`config.mk`:
```
export PLATFORM = sky130hd
export DESIGN_NAME = pgf_irq_status
export DESIGN_NICKNAME = d
export VERILOG_FILES = /design/src/logic/pgf_pkg.sv /design/src/logic/pgf_irq_status.sv
export SDC_FILE = /design/constraint.sdc
export NUM_CORES = 1
export LEC_CHECK = 0
export BUFFER_PORTS_ARGS = -buffer_cell sky130_fd_sc_hd__buf_2
export CAP_MARGIN = 20
export CORE_ASPECT_RATIO = 1.4
export CORE_MARGIN = 2
export CORE_UTILIZATION = 32
export DETAILED_ROUTE_END_ITERATION = 10
export GPL_ROUTABILITY_DRIVEN = 0
export HOLD_SLACK_MARGIN = 0.12
export MAX_ROUTING_LAYER = met4
export REMOVE_ABC_BUFFERS = 1
export SETUP_SLACK_MARGIN = 0.4
export SYNTH_ARGS = -nofsm -noshare
export SYNTH_HDL_FRONTEND = slang
export SYNTH_SLANG_ARGS = --single-unit
```
`constraint.sdc`:
```
create_clock -name clk -period 5.8 [get_ports clk]
set_input_delay 1.45 -clock clk [delete_from_list [all_inputs] [get_ports clk]]
set_output_delay 1.45 -clock clk [all_outputs]
set_load 0.01 [all_outputs]
```
`src/logic/pgf_pkg.sv`:
```
// Functional notes
// RULE_01: falling power_ok edge sets regulator flag
// RULE_02: edge counts only while regulator enabled
// RULE_03: writing one clears the flag
// RULE_04: zero means no fall since clear
// RULE_05: all flags zero after reset
// RULE_06: mask zero passes, one blocks interrupt
// RULE_07: write zero keeps; set beats clear
package pgf_pkg;
	// ***************************************
	// register map
	// ***************************************
	localparam logic [7:0] STATUS_OFFS = 8'h3D;
	localparam logic [7:0] MASK_OFFS = 8'h3E;
	localparam logic [7:0] STATUS_RESET = 8'h00;
	localparam logic [7:0] MASK_RESET = 8'hFF;
	// bit layout: linreg4..1 at 7..4, buck4..1 at 3..0
	typedef struct packed {
		logic linreg4_pwrok_fall_flag;
		logic linreg3_pwrok_fall_flag;
		logic linreg2_pwrok_fall_flag;
		logic linreg1_pwrok_fall_flag;
		logic buck4_pwrok_fall_flag;
		logic buck3_pwrok_fall_flag;
		logic buck2_pwrok_fall_flag;
		logic buck1_pwrok_fall_flag;
	} pgf_flags_s;
	// register port request
	typedef struct packed {
		logic [7:0] addr;
		logic [7:0] wdata;
		logic wr;
		logic rd;
	} pgf_req_s;
endpackage : pgf_pkg

```
`src/logic/pgf_irq_status.sv`:
```
`timescale 1ns/1ps
module pgf_irq_status (
	// clock and reset
	input wire logic clk,
	input wire logic rst,
	// regulator state, bit order as the status layout
	input wire logic [7:0] power_ok,
	input wire logic [7:0] reg_enable,
	// register port
	input wire pgf_pkg::pgf_req_s req,
	output logic [7:0] rdata,
	// interrupt
	output logic irq
);
	// ***************************************
	// state
	// ***************************************
	pgf_pkg::pgf_flags_s status_ff, nxt_status;
	logic [7:0] mask_ff, nxt_mask;
	logic [7:0] pok_ff, nxt_pok;
	logic [7:0] rdata_ff, nxt_rdata;
	logic irq_ff, nxt_irq;
	logic [7:0] fall;
	logic [7:0] clr;

	logic wr_status, wr_mask, rd_status, rd_mask;

	// ***************************************
	// helpers
	// ***************************************
	// true when a strobe hits the given register
	function automatic logic hit(input logic strobe, input logic [7:0] addr, input logic [7:0] offs);
		hit = strobe && (addr == offs);
	endfunction : hit

	// gated falling edge: high before, low now, regulator enabled
	function automatic logic [7:0] gated_fall(input logic [7:0] prev, input logic [7:0] now, input logic [7:0] en);
		gated_fall = prev & ~now & en;
	endfunction : gated_fall

	// write one clears, a new event sets, the set applied last
	function automatic logic [7:0] w1c_next(input logic [7:0] cur, input logic [7:0] clr_b, input logic [7:0] set_b);
		w1c_next = (cur & ~clr_b) | set_b;
	endfunction : w1c_next

	// any flag that its mask bit lets through
	function automatic logic pending(input logic [7:0] flags, input logic [7:0] msk);
		pending = |(flags & ~msk);
	endfunction : pending

	// ***************************************
	// address decode
	// ***************************************
	// a read and a write strobe per register, unmapped addresses hit nothing
	always_comb begin
		wr_status = hit(req.wr, req.addr, pgf_pkg::STATUS_OFFS);
		wr_mask = hit(req.wr, req.addr, pgf_pkg::MASK_OFFS);
		rd_status = hit(req.rd, req.addr, pgf_pkg::STATUS_OFFS);
		rd_mask = hit(req.rd, req.addr, pgf_pkg::MASK_OFFS);
	end

	// ***************************************
	// edge detection
	// ***************************************
	// previous power_ok sample and gated falls of this cycle
	always_comb begin
		nxt_pok = power_ok;
		fall = gated_fall(pok_ff, power_ok, reg_enable); // RULE_01 RULE_02
	end

	// history cleared in reset, so a low level gives no edge
	always_ff @(posedge clk) begin
		if (rst) begin
			pok_ff <= 8'h00;
		end else begin
			pok_ff <= nxt_pok;
		end
	end

	// ***************************************
	// status flags
	// ***************************************
	// write one clears, write zero keeps, a new fall wins
	always_comb begin
		clr = wr_status ? req.wdata : 8'h00; // RULE_03
		nxt_status = w1c_next(status_ff, clr, fall); // RULE_07
	end

	// sticky flags, zero after reset
	always_ff @(posedge clk) begin
		if (rst) begin
			status_ff <= pgf_pkg::STATUS_RESET; // RULE_05
		end else begin
			status_ff <= nxt_status;
		end
	end

	// ***************************************
	// mask register
	// ***************************************
	// plain read and write register, all masked after reset
	always_comb begin
		nxt_mask = wr_mask ? req.wdata : mask_ff;
	end

	// mask storage
	always_ff @(posedge clk) begin
		if (rst) begin
			mask_ff <= pgf_pkg::MASK_RESET;
		end else begin
			mask_ff <= nxt_mask;
		end
	end

	// ***************************************
	// read data
	// ***************************************
	// data stand one cycle after the strobe, zero otherwise
	always_comb begin
		nxt_rdata = 8'h00;
		if (rd_status) begin
			nxt_rdata = status_ff; // RULE_04
		end else if (rd_mask) begin
			nxt_rdata = mask_ff;
		end
	end

	// read data register
	always_ff @(posedge clk) begin
		if (rst) begin
			rdata_ff <= 8'h00;
		end else begin
			rdata_ff <= nxt_rdata;
		end
	end

	// ***************************************
	// interrupt
	// ***************************************
	// level output follows the flags that the mask passes
	always_comb begin
		nxt_irq = pending(nxt_status, nxt_mask); // RULE_06
	end

	// interrupt register, so the pin comes from a flop
	always_ff @(posedge clk) begin
		if (rst) begin
			irq_ff <= 1'b0;
		end else begin
			irq_ff <= nxt_irq;
		end
	end

	assign rdata = rdata_ff;
	assign irq = irq_ff;
endmodule : pgf_irq_status

```
==> results of run 1 <==
flip-flops by register name, indices dropped and copies added (netlist names):
register / count
irq: 1
mask_ff: 8
pok_ff: 8
status_ff: 8
rdata: 8
power groups by stage:
| stage | clock, mW | sequential, mW | combinational (mW) |
|---|---|---|---|
| 2_1_floorplan | 0 | 0.238 | 0.0107 |
| 3_3_place_gp | 0 | 0.238 | 0.0296 |
| 3_5_place_dp | 0 | 0.239 | 0.0302 |
| 4_1_cts | 0.179 | 0.234 | 0.0302 |
| 5_1_grt | 0.189 | 0.234 | 0.0336 |
| 6_report | 0.174 | 0.234 | 0.0297 |
worst max-delay path, delay by kind of cell:
family,cells,cell delay [ns]
buf+inv,1,0.07
compound gates,2,0.36
simple gates,2,1.16
mux,1,0.29
per-stage QoR:
stage	power, mW	cells
finish	0.437	220
global route	0.456	220
CTS	0.443	220
detailed placement	0.269	213
global placement	0.268	213
floorplan	0.249	126
per-layer routing:
layer	GRT usage	vias up	share of wire
li1	-	547	-
met1	0.146	498	0.40
met2	0.216	40	0.50
met3	0.0421	11	0.063
met4	0.102	0	0.032
met5	-	-	0
cell type report:
class	instances	area (µm²)
sequential	33	661
fill	417	2300
timing repair buffer	44	220
multi-input combinational	91	587
tap	43	53.8
clock buffer	7	86.3
inverter	2	7.51
logic make-up after synthesis:
kind of cell,after synthesis,synth area share
and+or+nand+nor,54,0.220
DFF,33,0.506
AOI/OAI and AO/OA,29,0.158
buffers and inverters,9,0.0450
muxes,8,0.0709
cells in the final DEF (no fill, tap or decap):
cell type,netlist,layout
dfxtp_1,33,33
mux2i_1,7,7
nor3_1,1,1
o21ai_0,8,8
clkbuf_1,4,1
nand4_1,1,1
nor3_2,1,1
clkbuf_8,1,6
nand2b_1,8,8
a41oi_2,1,1
o31ai_1,8,8
nor2_1,8,8
buf_2,0,44
mux2i_4,1,1
or3_1,1,1
a22oi_1,12,12
inv_1,2,2
or4b_1,2,2
nand2_1,16,16
nor2b_1,16,16
final timing paths:
path	endpoint	depth (start not counted)
worst max-delay path	irq$_SDFF_PP0_	6
worst min-delay path	mask_ff[3]$_SDFF_PP1_	2
worst max register to register	irq$_SDFF_PP0_	4
worst min register to register	mask_ff[3]$_SDFF_PP1_	2
==> results.py, run 1 <==
metrics = {
    "global_routing": {
        "grt_use_total": 0.139,
        "overflow": 0,
        "antenna_found_initial": 0,
        "grt_pass1_wl_um": 4590,
        "grt_max_degree": 34,
        "grt_pass1_vias": 1075,
    },
    "yosys": {
        "synth_cell_types": 20,
        "ys_ff_latch": 33,
        "synth-edff-count": 0,
        "synth_most_common_cell": "dfxtp_1",
        "yosysTopAreaCell": "dfxtp_1",
        "synthesis.area_um2": 1310,
        "synth.avg_cell_area_um2": 9.82,
        "syn_inst": 133,
        "async_reset_ff_frac": 0,
        "yosysTopAreaCellShare": 0.506,
        "seq_area_frac_synth": 0.506,
        "yosysWarnings": 0,
        "synthTopCellsByArea": "dfxtp_1, nor2b_1, a22oi_1",
        "synth_commonest_cells": "dfxtp_1, nand2_1, nor2b_1",
        "ys.flop_type": "dfxtp_1",
    },
    "floorplan": {
        "die_width_um": 58.0,
        "core_area_um2": 3920,
        "io_pins": 45,
        "initial_core_util": 0.333,
        "die_y_um": 79.6,
        "num_rows": 27,
        "dieArea_um2": 4620,
    },
    "setup_path": {
        "cp_max_fo": 11,
        "cpPeakStageDelay_ns": 0.74,
        "setup.worst_path.start_class": "primary input",
        "worst-endpoint-required_ns": 5.94,
        "path_cells": "buf_2 > nand4_1 > or3_1 > mux2i_4 > a22oi_1 > a41oi_2",
        "reg2reg_slack_ns": 4.71,
        "cp-end-kind": "flop",
        "slowest_stage": "or3_1",
        "crit_arrival_ns": 3.32,
        "critical_path_class": "primary input to flop",
        "worstReg2RegStart": "status_ff[2]$_SDFF_PP0_",
        "startpoint": "req[15]",
    },
    "clocking": {
        "cts_htree_levels": 2,
        "clk_pin_slew_ns": 0.06,
        "cts_tree": "yes",
        "hold_buffers": 0,
        "post_cts_resize_count": 0,
        "post_cts_buffers": 0,
        "cts.sinks": 33,
        "numCtsBuffers": 5,
        "insertion_delay_ns": 0.28,
        "clockBufferDepth": 2,
        "ctsRootBufferMaster": "clkbuf_8",
    },
    "status": {
        "outcome": "finished clean",
    },
    "pwr": {
        "p_switching_uw": 96.9,
        "p_seq_frac": 0.534,
        "p_leak_nw": 0.711,
        "power_frac_clock": 0.398,
        "power_density_nw_per_um2": 271,
        "p_int_uw": 340,
        "power_frac_comb": 0.068,
        "irDropWorstVdd_mv": 0.149,
        "sw_frac_of_total": 0.222,
    },
    "worst_hold_path": {
        "hp-start": "mask_ff[3]$_SDFF_PP1_",
        "hp-class": "flop to flop",
    },
    "routing": {
        "vias_per_cell": 4.98,
        "vias": 1096,
        "drc": 0,
        "totalWireLength_um": 2910,
        "wl_per_cell_um": 13.2,
        "antenna_left": 0,
        "dr.pass1.iters": 4,
        "drt-initial-drc-count": 21,
    },
    "timing": {
        "fin_tns_setup_ns": 0,
        "rsz0062_at_grt": "no",
        "fmax_ghz": 0.314,
        "maxSlewHeadroom": 0.362,
        "finalMaxSlewViolations": 0,
        "final_hold_viol_count": 0,
        "period_share": 0.548,
        "max_slew.worst_pin.slew_ns": 0.950,
        "fin_ws_ns": 2.62,
        "period_needed_ns": 3.18,
        "setup_violations": 0,
        "hold_ws_ns": 0.507,
        "skew_ns": 0.00268,
    },
    "place": {
        "io_buffers": 44,
        "pre_cts_slack_ns": 2.31,
        "dpl_cell_area_um2": 1530,
        "dp_hpwl_um": 2110,
    },
    "finish": {
        "drive_gt1_frac": 0.299,
        "n_antenna_cell": 0,
        "syn_to_final_growth_pct": 23.7,
        "fin_nets": 213,
        "final_area_um2": 1620,
        "post-route-util": 0.412,
    },
    "job": {
        "maxCapViolations": 0,
    },
}
No activity file was read; power rests on OpenSTA's default activity.
==> inputs of run 2 (changes only) <==
Clock period 5.8 ns to 3.1 ns, I/O delays scaled along.
==> run 2 against run 1 <==
  * Clock skew increased by 0.0031 ns
  * Flip-flop and latch count unchanged
  * Die area unchanged
  * Power increased by 88%
  * Register-to-register slack got worse by 2.7 ns
  * Worst hold slack improved by 0.0017 ns
  * Count of clock-buffer cells in the layout unchanged
  * Sequential share of layout area decreased by 0.38 points
  * Largest power group unchanged
  * Core utilization increased by 0.38 points
  * First-iteration DRC count increased by 24%
==> results.py, run 2 (same netlist as run 1, synthesis figures left out) <==
metrics = {
    "place": {
        "dp_cells": 215,
        "dp_hpwl_um": 2110,
        "dpl_cell_area_um2": 1540,
        "io_buffers": 44,
        "pre_cts_slack_ns": 0.334,
    },
    "floorplan": {
        "core_area_um2": 3920,
        "die_width_um": 58.0,
        "num_rows": 27,
        "dieArea_um2": 4620,
        "initial_core_util": 0.333,
        "die_y_um": 79.6,
        "io_pins": 45,
    },
    "finish": {
        "nFillCells": 413,
        "final_cell_mix": "buf_2, dfxtp_1, nor2b_1, nand2_1, a22oi_1",
        "multiInputGateArea_um2": 587,
        "regArea_um2": 661,
        "n_antenna_cell": 0,
        "drive_gt1_frac": 0.307,
        "final_area_um2": 1630,
        "fin_nets": 215,
        "syn_to_final_growth_pct": 24.8,
        "final_cells": 222,
        "layout_commonest_cell": "buf_2",
    },
    "routing": {
        "antenna_left": 0,
        "vias": 1108,
        "wl_per_cell_um": 13.5,
        "drc": 0,
        "totalWireLength_um": 3000,
        "drt-initial-drc-count": 26,
        "dr.pass1.iters": 4,
        "vias_per_cell": 4.99,
    },
    "timing": {
        "period_needed_ns": 2.46,
        "skew_ns": 0.00580,
        "setup_violations": 0,
        "final_hold_viol_count": 0,
        "finalMaxSlewViolations": 0,
        "maxSlewHeadroom": 0.582,
        "rsz0062_at_grt": "no",
        "max_slew.worst_pin.slew_ns": 0.623,
        "period_share": 0.792,
        "fmax_ghz": 0.407,
        "fin_ws_ns": 0.644,
        "fin_tns_setup_ns": 0,
    },
    "setup_path": {
        "cp.buffers_inverters": 1,
        "slowest_stage": "or3_1",
        "path_cells": "buf_2 > or4b_1 > or3_1 > mux2i_4 > a22oi_1 > a41oi_2",
        "crit_arrival_ns": 2.60,
        "worst-endpoint-required_ns": 3.24,
        "cpPeakStageDelay_ns": 0.56,
        "reg2reg_depth": 4,
        "crit_family": "simple AND/OR/NAND/NOR gates",
        "cp_max_fo": 8,
        "cp-end-kind": "flop",
        "setup.worst_path.start_class": "primary input",
        "critical_path_class": "primary input to flop",
        "regToRegEndpoint": "irq$_SDFF_PP0_",
        "reg2reg_slack_ns": 2.02,
        "worstReg2RegStart": "status_ff[5]$_SDFF_PP0_",
    },
    "clocking": {
        "cts_htree_levels": 2,
        "clk_pin_slew_ns": 0.06,
        "hold_buffers": 0,
        "clockBufferDepth": 2,
        "cts_tree": "yes",
        "cts.sinks": 33,
        "ctsRootBufferMaster": "clkbuf_8",
        "numCtsBuffers": 5,
        "post_cts_buffers": 0,
        "insertion_delay_ns": 0.28,
        "post_cts_resize_count": 0,
    },
    "status": {
        "outcome": "finished clean",
    },
    "global_routing": {
        "grt_max_degree": 34,
        "grt_pass1_vias": 1081,
        "grt_pass1_wl_um": 4860,
        "grt_use_total": 0.144,
        "antenna_found_initial": 0,
        "overflow": 0,
    },
    "pwr": {
        "irDropWorstVdd_mv": 0.289,
        "power_density_nw_per_um2": 504,
        "p_leak_nw": 0.720,
        "total_power_uw": 822,
    },
    "worst_hold_path": {
        "hold-path-endpoint": "rdata[6]$_SDFF_PP0_",
        "hp-class": "flop to flop",
        "hp-start": "status_ff[6]$_SDFF_PP0_",
        "min_path_cells": 2,
    },
    "job": {
        "maxCapViolations": 0,
    },
}
[run 2: cell types whose count changed in the layout (fill, tap and decap cells not counted), sizes merged]
cell and change:
buf +2
[run 2: worst reg2reg max path, cell delays in order (launching register included)]
cell and delay [ns]:
dfxtp_1 0.32, o31ai_1 0.06, o21ai_0 0.17, a22oi_1 0.26
a41oi_2 0.13
[run 2: worst max path at each step]
stage	startpoint	to	slack (ns)	depth (start not counted)
global placement	req[17]	irq$_SDFF_PP0_	0.37	6
global route	req[17]	irq$_SDFF_PP0_	0.56	6
CTS	req[17]	irq$_SDFF_PP0_	0.64	6
floorplan	req[17]	irq$_SDFF_PP0_	0.57	5
finish	req[17]	irq$_SDFF_PP0_	0.64	6
detailed placement	req[17]	irq$_SDFF_PP0_	0.33	6
[run 2: cell type report]
cell class / count / area share
clock buffers: 7 / 0.0530
inverters: 2 / 0.00460
multi-input cells: 91 / 0.360
flip-flops and latches: 33 / 0.405
well taps: 43 / 0.0330
repair buffers: 46 / 0.144
[run 2: metal layers]
metal,global-route usage,routed length [µm],vias to the layer above
met3,0.0438,174,7
met1,0.161,1260,511
met5,-,0,-
met4,0.0581,63,0
met2,0.235,1500,40
li1,-,-,550
[run 2: per-stage QoR]
step	util	hold WS, ns
6_report	0.416	0.509
5_1_grt	0.416	0.543
4_1_cts	0.416	0.512
3_5_place_dp	0.394	0.497
3_3_place_gp	0.394	0.482
2_1_floorplan	-	0.465
[run 2: power by group]
part / switching (mW) / internal, mW
registers: 0.00327 / 0.433
logic: 0.0289 / 0.0281
clock network: 0.153 / 0.176
total: 0.185 / 0.638
==> inputs of run 3 (changes only) <==
Clock period 3.1 ns to 2.5 ns, I/O delays scaled along.
==> run 3 against run 2 <==
  * Non-clock buffer count up 3
  * Combinational power up 26%
  * Largest power group unchanged
  * Power up 24%
==> results.py, run 3 (same netlist as run 1, synthesis figures left out) <==
metrics = {
    "clocking": {
        "hold_buffers": 0,
        "cts.sinks": 33,
        "insertion_delay_ns": 0.29,
        "cts_htree_levels": 2,
        "cts_tree": "yes",
        "post_cts_buffers": 0,
        "numCtsBuffers": 5,
        "clk_pin_slew_ns": 0.06,
        "ctsRootBufferMaster": "clkbuf_8",
        "clockBufferDepth": 2,
    },
    "floorplan": {
        "die_y_um": 79.6,
        "num_rows": 27,
        "dieArea_um2": 4620,
        "die_width_um": 58.0,
        "core_area_um2": 3920,
        "io_pins": 45,
        "initial_core_util": 0.333,
    },
    "finish": {
        "fin_nets": 218,
        "n_antenna_cell": 0,
        "syn_to_final_growth_pct": 27.6,
        "nFillCells": 409,
        "drive_gt1_frac": 0.330,
        "multiInputGateArea_um2": 597,
        "final_cell_mix": "buf_2, dfxtp_1, nor2b_1, nand2_1, a22oi_1",
        "final_cells": 225,
        "regArea_um2": 661,
        "layout_commonest_cell": "buf_2",
    },
    "setup_path": {
        "cpPeakStageDelay_ns": 0.54,
        "path_cells": "buf_2 > or4b_1 > or3_1 > buf_6 > mux2i_1 > a22oi_2 > a41oi_2",
        "cp.buffers_inverters": 2,
        "setup.worst_path.start_class": "primary input",
        "worst-endpoint-required_ns": 2.65,
        "critical_path_class": "primary input to flop",
        "crit_family": "simple AND/OR/NAND/NOR gates",
        "cp_max_fo": 8,
        "slowest_stage": "or4b_1",
        "crit_arrival_ns": 2.27,
        "cp-end-kind": "flop",
    },
    "routing": {
        "vias": 1128,
        "vias_per_cell": 5.01,
        "antenna_left": 0,
        "dr.pass1.iters": 4,
        "drt-initial-drc-count": 19,
        "drc": 0,
        "wl_per_cell_um": 13.5,
        "totalWireLength_um": 3040,
    },
    "global_routing": {
        "grt_pass1_vias": 1132,
        "grt_max_degree": 34,
        "grt_use_total": 0.148,
        "overflow": 0,
        "grt_pass1_wl_um": 4950,
        "antenna_found_initial": 0,
    },
    "timing": {
        "rsz0062_at_grt": "yes",
        "period_needed_ns": 2.12,
        "finalMaxSlewViolations": 0,
        "skew_ns": 0.00184,
        "fmax_ghz": 0.471,
        "period_share": 0.850,
        "final_hold_viol_count": 0,
        "max_slew.worst_pin.slew_ns": 0.574,
        "setup_violations": 0,
        "maxSlewHeadroom": 0.617,
    },
    "job": {
        "maxCapViolations": 0,
    },
    "place": {
        "dp_hpwl_um": 2200,
        "dp_cells": 218,
        "io_buffers": 44,
    },
    "worst_hold_path": {
        "hp-class": "flop to flop",
    },
    "pwr": {
        "p_leak_nw": 0.736,
        "total_power_mw": 1.02,
        "irDropWorstVdd_mv": 0.316,
        "power_density_nw_per_um2": 612,
    },
    "status": {
        "outcome": "finished clean",
    },
}
run 3: final timing paths:
check                     startpoint                   to  slack [ns]  cells past startpoint
min reg2reg  status_ff[7]$_SDFF_PP0_  rdata[7]$_SDFF_PP0_        0.50                      2
max                          req[17]       irq$_SDFF_PP0_        0.38                      7
min          status_ff[7]$_SDFF_PP0_  rdata[7]$_SDFF_PP0_        0.50                      2
max reg2reg  status_ff[6]$_SDFF_PP0_       irq$_SDFF_PP0_        1.43                      4
run 3: tightest hold or removal path: cells and delay by family (launching register included):
family | cells | cell delay [ns]
flops | 1 | 0.32
simple gates | 1 | 0.08
compound gates | 1 | 0.07
run 3: stage by stage:
step | utilization | worst slack (ns) | cell area [µm²] | TNS [ns] | hold WS [ns]
2_1_floorplan | - | 0.122 | 1250 | 0 | 0.465
3_3_place_gp | 0.400 | 0.0590 | 1570 | 0 | 0.486
3_5_place_dp | 0.400 | -0.0123 | 1570 | -0.0123 | 0.494
4_1_cts | 0.425 | 0.369 | 1670 | 0 | 0.510
5_1_grt | 0.425 | 0.320 | 1670 | 0 | 0.543
6_report | 0.425 | 0.376 | 1670 | 0 | 0.501
run 3: report_power, final:
group	leakage [nW]	internal (mW)	switching, mW
Sequential	0.269	0.537	0.00412
Clock	0.0443	0.218	0.189
Combinational	0.423	0.0354	0.0363
Total	0.736	0.791	0.229
run 3: final cells by class:
type / count / area share
clock buffers: 7 / 0.0518
multi-input cells: 91 / 0.358
repair buffers: 49 / 0.157
inverters: 2 / 0.00450
flip-flops and latches: 33 / 0.396
well taps: 43 / 0.0323
run 3: layer usage:
layer,up-vias,GRT usage,share of wire
li1,561,-,-
met1,525,0.158,0.40
met2,33,0.242,0.52
met3,9,0.0373,0.052
met4,0,0.0907,0.026
met5,-,-,0
run 3: what timing repair did:
| action | 4_1_cts | 5_1_grt |
|---|---|---|
| setup endpoints to repair | 1 | 1 |
| resized for setup | 3 | 0 |
| gates cloned | 0 | 0 |
| endpoints found under the hold margin | 0 | 0 |
